**src/swd_pkg.sv**
```systemverilog
// constants, states and carrier types of the super i/o watchdog timer
package swd_pkg;

   // ****************************************************************
   // i/o port map and configuration indices
   // ****************************************************************
   localparam logic [15:0] INDEX_PORT = 16'h002e;
   localparam logic [15:0] DATA_PORT = 16'h002f;
   localparam logic [7:0] UNLOCK_KEY = 8'h87;
   localparam logic [7:0] IDX_LOGICAL_DEVICE_SELECT = 8'h07;
   localparam logic [7:0] IDX_WATCHDOG_ACTIVATE = 8'h30;
   localparam logic [7:0] IDX_TIME_BASE_SELECT = 8'hf5;
   localparam logic [7:0] IDX_TIMEOUT_COUNT = 8'hf6;
   localparam logic [7:0] LDN_WATCHDOG_TIMER = 8'h08;

   // ****************************************************************
   // field values and reset values
   // ****************************************************************
   localparam logic [7:0] ACTIVATE_ON = 8'h01;
   localparam logic [7:0] ACTIVATE_OFF = 8'h00;
   localparam int ACTIVATE_BIT = 0;
   localparam logic [7:0] TIME_BASE_SECOND = 8'h00;
   localparam logic [7:0] TIME_BASE_MINUTE = 8'h08;
   localparam int TIME_BASE_MINUTE_BIT = 3;
   localparam logic [7:0] REG_RESET = 8'h00;
   localparam logic [7:0] INDEX_RESET = 8'h00;
   localparam logic [7:0] LOCKED_READ = 8'hff;

   // ****************************************************************
   // timing
   // ****************************************************************
   localparam int CLK_PERIOD_NS = 20;
   localparam int SECOND_NS = 1000000000;
   localparam int CYCLES_PER_SECOND = SECOND_NS / CLK_PERIOD_NS;
   localparam logic [5:0] SECONDS_PER_MINUTE = 6'h3c;

   // ****************************************************************
   // types
   // ****************************************************************
   typedef enum logic [1:0] {
      LOCK_CLOSED = 2'b00,
      LOCK_ONE_KEY = 2'b01,
      LOCK_OPEN = 2'b11
   } swd_lock_e;

   typedef struct packed {
      logic [15:0] addr;
      logic wr;
      logic rd;
      logic [7:0] wdata;
   } swd_io_req_s;

endpackage

```
**src/swd_tick.sv**
```systemverilog
// one-second tick generator of the watchdog timer
module swd_tick #(
   parameter int unsigned CYCLES = 50000000
) (
   input wire logic clk_in,      // system clock
   input wire logic nrst_in,     // async reset, active low
   input wire logic restart_in,  // restart the second from zero
   output logic tick_out         // one-cycle pulse per second
);

   localparam int W = $clog2(CYCLES + 1);
   localparam logic [W-1:0] LAST = W'(CYCLES - 1);

   logic [W-1:0] cnt;

   // free-running divider, restarted so a unit is always whole
   always_ff @(posedge clk_in or negedge nrst_in) begin
      if (!nrst_in) begin
         cnt <= '0;
         tick_out <= 1'b0;
      end else if (restart_in) begin
         cnt <= '0;
         tick_out <= 1'b0;
      end else if (cnt == LAST) begin
         cnt <= '0;
         tick_out <= 1'b1;
      end else begin
         cnt <= cnt + W'(1);
         tick_out <= 1'b0;
      end
   end

endmodule

```
**src/swd_top.sv**
```systemverilog
// super i/o watchdog timer behind the index/data configuration ports
// Notes on behaviour
// RULE1 - count down, request system reset at zero
// RULE2 - software reloads before the count runs out
// RULE3 - index port selects, data port reads/writes
// RULE4 - two key writes unlock configuration space
// RULE5 - logical device 08h selects the watchdog
// RULE6 - activate 01h enables, 00h disables anytime
// RULE7 - time base 00h seconds, 08h minutes
// RULE8 - timeout count holds 0 to 255
// RULE9 - M expires after M units, zero disables
// RULE10 - timeout write restarts countdown, one per unit
module swd_top #(
   parameter int unsigned CYCLES_PER_SECOND = swd_pkg::CYCLES_PER_SECOND
) (
   input wire logic CLK_IN,            // 50 MHz system clock
   input wire logic NRST_IN,           // async reset, active low
   input wire logic [15:0] IO_ADDR_IN, // host i/o port address
   input wire logic IO_WR_IN,          // one-cycle write strobe
   input wire logic IO_RD_IN,          // one-cycle read strobe
   input wire logic [7:0] IO_WDATA_IN, // write data
   output logic [7:0] IO_RDATA_OUT,    // read data, next cycle
   output logic SYS_RESET_OUT,         // system reset request level
   output logic WATCHDOG_ACTIVE_OUT    // countdown enabled
);

   // ****************************************************************
   // decode
   // ****************************************************************
   swd_pkg::swd_io_req_s req;
   swd_pkg::swd_lock_e lock;
   logic [7:0] index;
   logic [7:0] ldn;
   logic [7:0] activate;
   logic [7:0] time_base;
   logic [7:0] timeout;
   logic [7:0] count;
   logic [5:0] sec_in_min;
   logic sec_tick;
   logic unit_tick;
   logic idx_wr, data_wr, data_rd, open, sel;
   logic load, act_wr, running, minute;
   logic expire;

   assign req = '{addr: IO_ADDR_IN, wr: IO_WR_IN, rd: IO_RD_IN,
                  wdata: IO_WDATA_IN};
   assign open = (lock == swd_pkg::LOCK_OPEN);
   assign idx_wr = req.wr && (req.addr == swd_pkg::INDEX_PORT); // RULE3
   assign data_wr = req.wr && (req.addr == swd_pkg::DATA_PORT) && open;
   assign data_rd = req.rd && (req.addr == swd_pkg::DATA_PORT);
   assign sel = (ldn == swd_pkg::LDN_WATCHDOG_TIMER); // RULE5
   assign load = data_wr && sel && (index == swd_pkg::IDX_TIMEOUT_COUNT);
   assign act_wr = data_wr && sel &&
                   (index == swd_pkg::IDX_WATCHDOG_ACTIVATE);
   assign minute = time_base[swd_pkg::TIME_BASE_MINUTE_BIT]; // RULE7
   assign running = activate[swd_pkg::ACTIVATE_BIT] && (timeout != 8'h00)
                    && (count != 8'h00); // RULE9
   assign unit_tick = minute ?
      (sec_tick && (sec_in_min == swd_pkg::SECONDS_PER_MINUTE - 6'h01))
      : sec_tick; // RULE7
   // last unit of a running count, watched by the checks below
   assign expire = running && unit_tick && (count == 8'h01);
   assign WATCHDOG_ACTIVE_OUT = activate[swd_pkg::ACTIVATE_BIT];

   // ****************************************************************
   // unlock sequence: two key writes to the index port in a row
   // ****************************************************************
   always_ff @(posedge CLK_IN or negedge NRST_IN) begin
      if (!NRST_IN) begin
         lock <= swd_pkg::LOCK_CLOSED;
      end else if (idx_wr && !open) begin
         if (req.wdata != swd_pkg::UNLOCK_KEY) begin
            lock <= swd_pkg::LOCK_CLOSED; // RULE4
         end else if (lock == swd_pkg::LOCK_ONE_KEY) begin
            lock <= swd_pkg::LOCK_OPEN; // RULE4
         end else begin
            lock <= swd_pkg::LOCK_ONE_KEY;
         end
      end
   end

   // index register, only once unlocked
   always_ff @(posedge CLK_IN or negedge NRST_IN) begin
      if (!NRST_IN) begin
         index <= swd_pkg::INDEX_RESET;
      end else if (idx_wr && open) begin
         index <= req.wdata; // RULE3
      end
   end

   // ****************************************************************
   // configuration registers
   // ****************************************************************
   always_ff @(posedge CLK_IN or negedge NRST_IN) begin
      if (!NRST_IN) begin
         ldn <= swd_pkg::REG_RESET;
         activate <= swd_pkg::REG_RESET;
         time_base <= swd_pkg::REG_RESET;
         timeout <= swd_pkg::REG_RESET;
      end else if (data_wr) begin
         if (index == swd_pkg::IDX_LOGICAL_DEVICE_SELECT) begin
            ldn <= req.wdata; // RULE5
         end else if (sel && index == swd_pkg::IDX_WATCHDOG_ACTIVATE) begin
            activate <= req.wdata; // RULE6
         end else if (sel && index == swd_pkg::IDX_TIME_BASE_SELECT) begin
            time_base <= req.wdata; // RULE7
         end else if (sel && index == swd_pkg::IDX_TIMEOUT_COUNT) begin
            timeout <= req.wdata; // RULE8
         end
      end
   end

   // read data: selected register, all ones while locked
   always_ff @(posedge CLK_IN or negedge NRST_IN) begin
      if (!NRST_IN) begin
         IO_RDATA_OUT <= swd_pkg::LOCKED_READ;
      end else if (data_rd && open) begin
         if (index == swd_pkg::IDX_LOGICAL_DEVICE_SELECT) begin
            IO_RDATA_OUT <= ldn;
         end else if (sel && index == swd_pkg::IDX_WATCHDOG_ACTIVATE) begin
            IO_RDATA_OUT <= activate;
         end else if (sel && index == swd_pkg::IDX_TIME_BASE_SELECT) begin
            IO_RDATA_OUT <= time_base;
         end else if (sel && index == swd_pkg::IDX_TIMEOUT_COUNT) begin
            IO_RDATA_OUT <= count; // live remaining count
         end else begin
            IO_RDATA_OUT <= swd_pkg::LOCKED_READ;
         end
      end else if (req.rd && open && req.addr == swd_pkg::INDEX_PORT) begin
         IO_RDATA_OUT <= index;
      end else if (req.rd) begin
         IO_RDATA_OUT <= swd_pkg::LOCKED_READ;
      end
   end

   // ****************************************************************
   // time base
   // ****************************************************************
   swd_tick #(
      .CYCLES(CYCLES_PER_SECOND)
   ) u_tick (
      .clk_in(CLK_IN),
      .nrst_in(NRST_IN),
      .restart_in(load || act_wr), // RULE10
      .tick_out(sec_tick)
   );

   // seconds within the current minute
   always_ff @(posedge CLK_IN or negedge NRST_IN) begin
      if (!NRST_IN) begin
         sec_in_min <= 6'h00;
      end else if (load || act_wr) begin
         sec_in_min <= 6'h00;
      end else if (sec_tick) begin
         if (sec_in_min == swd_pkg::SECONDS_PER_MINUTE - 6'h01) begin
            sec_in_min <= 6'h00;
         end else begin
            sec_in_min <= sec_in_min + 6'h01;
         end
      end
   end

   // ****************************************************************
   // countdown and reset request
   // ****************************************************************
   always_ff @(posedge CLK_IN or negedge NRST_IN) begin
      if (!NRST_IN) begin
         count <= swd_pkg::REG_RESET;
      end else if (load) begin
         count <= req.wdata; // RULE10
      end else if (act_wr) begin
         count <= timeout; // re-arm from the stored value
      end else if (running && unit_tick) begin
         count <= count - 8'h01; // RULE1
      end
   end

   // expiry wins over a reload arriving in the same cycle
   always_ff @(posedge CLK_IN or negedge NRST_IN) begin
      if (!NRST_IN) begin
         SYS_RESET_OUT <= 1'b0;
      end else if (running && unit_tick && count == 8'h01) begin
         SYS_RESET_OUT <= 1'b1; // RULE1
      end else if (load || act_wr) begin
         SYS_RESET_OUT <= 1'b0; // RULE2
      end
   end
endmodule

```
**config.mk**
```make
export PLATFORM = sky130hd
export DESIGN_NAME = swd_top
export DESIGN_NICKNAME = d
export VERILOG_FILES = /design/src/swd_pkg.sv /design/src/swd_tick.sv /design/src/swd_top.sv
export SDC_FILE = /design/constraint.sdc
export NUM_CORES = 1
export LEC_CHECK = 0
export BUFFER_PORTS_ARGS = -buffer_cell sky130_fd_sc_hd__clkbuf_2
export CORE_MARGIN = 2
export CORE_UTILIZATION = 60
export CTS_BUF_LIST = sky130_fd_sc_hd__clkbuf_4
export CTS_CLUSTER_DIAMETER = 50
export CTS_CLUSTER_SIZE = 14
export DETAILED_ROUTE_END_ITERATION = 6
export GPL_ROUTABILITY_DRIVEN = 0
export PLACE_DENSITY = 0.8
export REMOVE_ABC_BUFFERS = 1
export SYNTH_ARGS = -nofsm -noshare
export SYNTH_HDL_FRONTEND = slang
export SYNTH_SLANG_ARGS = --single-unit
export TNS_END_PERCENT = 20
```
**constraint.sdc**
```tcl
create_clock -name CLK_IN -period 3.7 [get_ports CLK_IN]
set_clock_uncertainty 0.2 [all_clocks]
set_input_delay 0.185 -clock CLK_IN [delete_from_list [all_inputs] [get_ports CLK_IN]]
set_output_delay 0.185 -clock CLK_IN [all_outputs]
set_load 0.01 [all_outputs]
```
Word level (Yosys, flattened, before mapping)

Index checks and enable logic that the tools add are counted.

Eq/ne operators: 13
Muxes and demuxes: 22
Add/subtract/negate cells: 3
Bitwise gates (word level): 3
Reduce and logical (&&, ||, !) cells: 32

Operators with widths:

| cell                                             | number |
|---|---|
| two-way mux 8 bit                                | 10 |
| two-way mux 26 bit                               | 2 |
| == test 16 x 6 -> 1 bit, second input constant   | 2 |
| adder 26 x 1 -> 26 bit, second input constant    | 1 |
| == test 26 bit, second input constant            | 1 |
| logical AND 1 bit                                | 20 |
| two-way mux 6 bit                                | 3 |
| == test 8 bit, second input constant             | 2 |
| nonzero test 8 bit                               | 2 |
| == test 8 x 1 -> 1 bit, second input constant    | 1 |
| == test 8 x 3 -> 1 bit, second input constant    | 1 |
| == test 8 x 4 -> 1 bit, second input constant    | 1 |
| == test 8 x 6 -> 1 bit, second input constant    | 1 |
| inequality test 8 bit, second input constant     | 1 |
| subtractor 8 x 1 -> 8 bit, second input constant | 1 |
| adder 6 x 1 -> 6 bit, second input constant      | 1 |
| == test 6 bit, second input constant             | 1 |
| nonzero test 3 bit                               | 2 |
| two-way mux 1 bit                                | 5 |
| AND reduction 5 bit                              | 1 |
| two-way mux 2 bit                                | 2 |
| AND reduction 4 bit                              | 1 |
| nonzero test 2 bit                               | 2 |
| inverter 1 bit                                   | 3 |
| 6 further kinds                                  | 6 |

Output and inout port bits: 10
Word-level logic and storage cells: 85
Input bits: 28
Register bits: 92

Logic depth before layout (Yosys ltp)

Depth after elaboration: 8
Mapped depth: 8
Mapped depth without buffers: 7

By module

A second synthesis with hierarchy kept.

Cell total of the unflattened synthesis: 491
Area, all modules: 5002.3 um^2

Modules (own cells, without submodules):

| module   | seq. area each (um^2) | cells an instance | instances | area each (um^2) |
|---|---|---|---|---|
| swd_top  | 1636.6                | 351               | 1         | 3632.2 |
| swd_tick | 675.6                 | 140               | 1         | 1370.1 |

Least setup slack after synthesis

Ideal clock, no wire load.

Path type: input to register
Start: input port IO_ADDR_IN[7]
End: register time_base[0]
Setup time: 125 ps
Arrival time: 2398 ps
Buffers on the path: 2
Required time: 3375 ps
Path slack: 977 ps
Stages on the path: 7
Path through: or4b_1 or4_1 or4_4 buf_6 nor2b_4 buf_12 mux2_4

Longest elaborated chain between the ends: 4

RTL lines:

| what                                 | line           | RTL |
|---|---|---|
| start, declared                      | swd_top.sv:18  | `input wire logic [15:0] IO_ADDR_IN,` |
| == test 16 x 6 -> 1 bit              | swd_top.sv:49  | `assign data_wr = req.wr && (req.addr == swd_pkg::DATA_PORT) && open;` |
| logical AND 1 bit (2 in series)      | swd_top.sv:49  |  |
| AND reduction 4 bit (no source line) | n/a            |  |
| end signal, assigned                 | swd_top.sv:98  | `time_base <= swd_pkg::REG_RESET;` |
| end signal, assigned                 | swd_top.sv:106 | `time_base <= req.wdata;` |
| end, declared                        | swd_top.sv:35  | `logic [7:0] time_base;` |

No other way between the ends.
A chain may end at the register's enable or synchronous reset.

Final worst setup path

Start: register ldn[0]
End: register time_base[7]

Longest elaborated chain between the ends: 4
Elaborated cells between the ends (all ways): 5
Those cells by class: 1 x eq/ne; 1 x bitwise; 3 x reduce/logical

RTL lines:

| what                                   | line           | RTL |
|---|---|---|
| start, declared                        | swd_top.sv:33  | `logic [7:0] ldn;` |
| start signal, assigned                 | swd_top.sv:96  | `ldn <= swd_pkg::REG_RESET;` |
| start signal, assigned                 | swd_top.sv:102 | `ldn <= req.wdata;` |
| == test 8 x 4 -> 1 bit *               | swd_top.sv:51  | `assign sel = (ldn == swd_pkg::LDN_WATCHDOG_TIMER);` |
| logical AND 1 bit                      | swd_top.sv:103 | `end else if (sel && index == swd_pkg::IDX_WATCHDOG_ACTIVATE) begin` |
| inverter 1 bit (no source line)        | n/a            |  |
| AND reduction 4 bit (no source line) * | n/a            |  |

Mark *: on every way between the ends. The rest lies on a longest branch, timed or not.

==> flow_summary.ini <==
[sta]
drv_slew = 0
finalSetupViolCount = 0
fin_crit_sh_pct = 86.4
worstMarginPinSlew_ps = 908
tns_ps = 0
period_needed_ps = 3200
hold_viol = 0
slew_headroom_pct = 39.5
max_freq_mhz = 313
rsz0062_at_grt = no

[finish]
nNetsFinal = 552
drive_gt1_share_pct = 22.8
diodes = 0
final_util_pct = 69.4
syn_to_final_growth_pct = 11.1

[logic_synthesis]
syn_area_sq_um = 4850
ys_ff_latch = 92
synth-seq-area-share_pct = 47.7
synth-edff-count = 0
synth.distinct_cells = 57
synth_ff_type = dfrtp_1
yosys.area.top_type_share_pct = 43.3
synthTopCellsByCount = dfrtp_1 (84), nor2_1 (65), mux2_2 (32)
synth_top_area_cell = dfrtp_1
synth_most_common_cell = dfrtp_1
netlist_instances = 469
synthTopCellsByArea = dfrtp_1 (43%), mux2_2 (7.4%), nor2_1 (5.0%)
async_reset_ff_share_pct = 100
yosysWarnings = 0
syn_avg_cell_area_sq_um = 10.3

[critical_path]
critPathSlowestCell = nor4b_1
worstRegToRegCells = 5
crit_end = time_base[7]$_DFFE_PN0P_
reg2reg_slack_ps = 500
worstPathRequired_ps = 3820
max_stage_delay_ps = 720
timing.rr.end = time_base[7]$_DFFE_PN0P_
cp_max_fo = 9
crit_start = ldn[0]$_DFFE_PN0P_
crit_path_start_kind = register
path_cells = nor4b_1 -> nand3_1 -> nor4_4 -> nor2b_4 -> mux2_4
cp.arrival_ps = 3320
worstSetupPathType = register to register
r2r-start = ldn[0]$_DFFE_PN0P_
setup.worst_path.end_class = register

[routing]
final_antenna_net_count = 0
vias = 4056
dr.pass1.iters = 5
drc = 0
wl_um = 11400
via_per_inst = 6.49
dr.first_iter.drc_count = 423
routedWlPerCell_um = 18.2

[status]
status = finished, final reports clean

[power]
leakage_nw = 2.46
p_per_area_nw_per_um2 = 304
finalPower_mw = 1.64
vdd_drop_max_uv = 238

[min_path]
hp-class = input port to register
hold_depth = 5

[global_routing]
grt_max_degree = 76
grt_pass1_vias = 3849
antenna_found_initial = 0
grt_usage_pct = 27.5
grt_pass1_wl_um = 18600
grt-ovfl-total = 0

[floorplan]
initial_utilization_pct = 62.4
die_w_um = 93.9
fp-row-count = 32
io_pins = 38
die_area_sq_um = 8820
die_y_um = 93.9
core_area_sq_um = 7770

[cts]
clkSinkCount = 92
clock_latency_ps = 440
cts_resized = 0
clock_path_buffers = 2
clk_pin_slew_ps = 160
cts_tree = built
cts_buffers = 9
cts_setup_buffers = 0
hold_buffers = 11
cts_root_buf = clkbuf_4
htree_levels = 3

[place]
dp_hpwl_um = 8150
port_buffers = 37

[run]
maxCapViolCount = 0
## area by class of cell
type / count / area, sq um
tap: 102 / 128
timing repair buffer: 55 / 350
inverter: 10 / 37.5
multi-input combinational: 351 / 2430
clock inverter: 5 / 60.1
sequential: 92 / 2310
clock buffer: 10 / 75.1
fill: 583 / 2380
## layer usage
layer | routed length, um | share of wire (%) | GRT usage, %
met1 | 4910 | 43 | 37.1
met2 | 5370 | 47 | 44.8
met3 | 820 | 7.2 | 3.93
met4 | 265 | 2.3 | 11.5
met5 | 0 | 0 | 0
## registers in the layout, summed over array words and instances, names as in the netlist
| name | count |
|---|---|
| u_tick.cnt | 26 |
| SYS_RESET_OUT | 1 |
| lock | 2 |
| index | 8 |
| IO_RDATA_OUT | 8 |
| activate | 8 |
| count | 8 |
| time_base | 8 |
| sec_in_min | 6 |
| u_tick.tick_out | 1 |
| timeout | 8 |
| ldn | 8 |
## worst min path at each step
stage / startpoint / endpoint / slack, ps
CTS: IO_ADDR_IN[10] / lock[0]$_DFFE_PN0P_ / 100
finish: IO_ADDR_IN[11] / lock[0]$_DFFE_PN0P_ / 120
global placement: NRST_IN / u_tick.cnt[5]$_DFF_PN0_ / 170
detailed placement: NRST_IN / u_tick.cnt[3]$_DFF_PN0_ / 180
floorplan: NRST_IN / SYS_RESET_OUT$_DFFE_PN0P_ / -310
global route: IO_ADDR_IN[15] / index[4]$_DFFE_PN0P_ / 130
## cell usage in the layout, fill, tap and decap left out, drive strengths merged, types with 11 or more instances in the layout
cell,n
nor3,15
nor4,11
nor2,68
nand3,16
xor2,16
nand2,30
a21oi,19
dfrtp,84
mux2,40
inv,11
nand4,11
o21ai,12
o22ai,24
clkbuf,46
dlygate4sd3,11
## power by group
| part | switching, mW | internal [mW] | total [mW] |
|---|---|---|---|
| Clock | 0.343 | 0.214 | 0.558 |
| Combinational | 0.0476 | 0.0245 | 0.0720 |
| Sequential | 0.00000142 | 1.01 | 1.01 |
## logic make-up (layout without fill, tap and decap cells)
family                   count (synthesis)  in the layout  share of synthesized area, %
AO/OA/AOI/OAI                           89             89                          12.1
XOR/XNOR                                25             25                          4.51
adder cells (fa/ha/maj)                  5              5                          1.29
buffers and inverters                   26             80                          2.53
flip-flops                              92             92                          47.7
multiplexers                            41             41                          10.1
AND/OR/NAND/NOR                        191            191                          21.8
## per-stage QoR
step,instances,cell area [sq um],hold WS (ps),setup slack (ps)
floorplan,453,4760,-311,498
global placement,599,5140,165,743
detailed placement,599,5140,179,561
CTS,625,5390,99.2,540
global route,625,5390,126,288
finish,625,5390,119,503
## worst max-delay path, delay by kind of cell (launching register included)
family        cells  cell delay, ps
flops             1             420
simple gates      4            2110
mux               1             330
No activity file was read; power rests on OpenSTA's default activity.
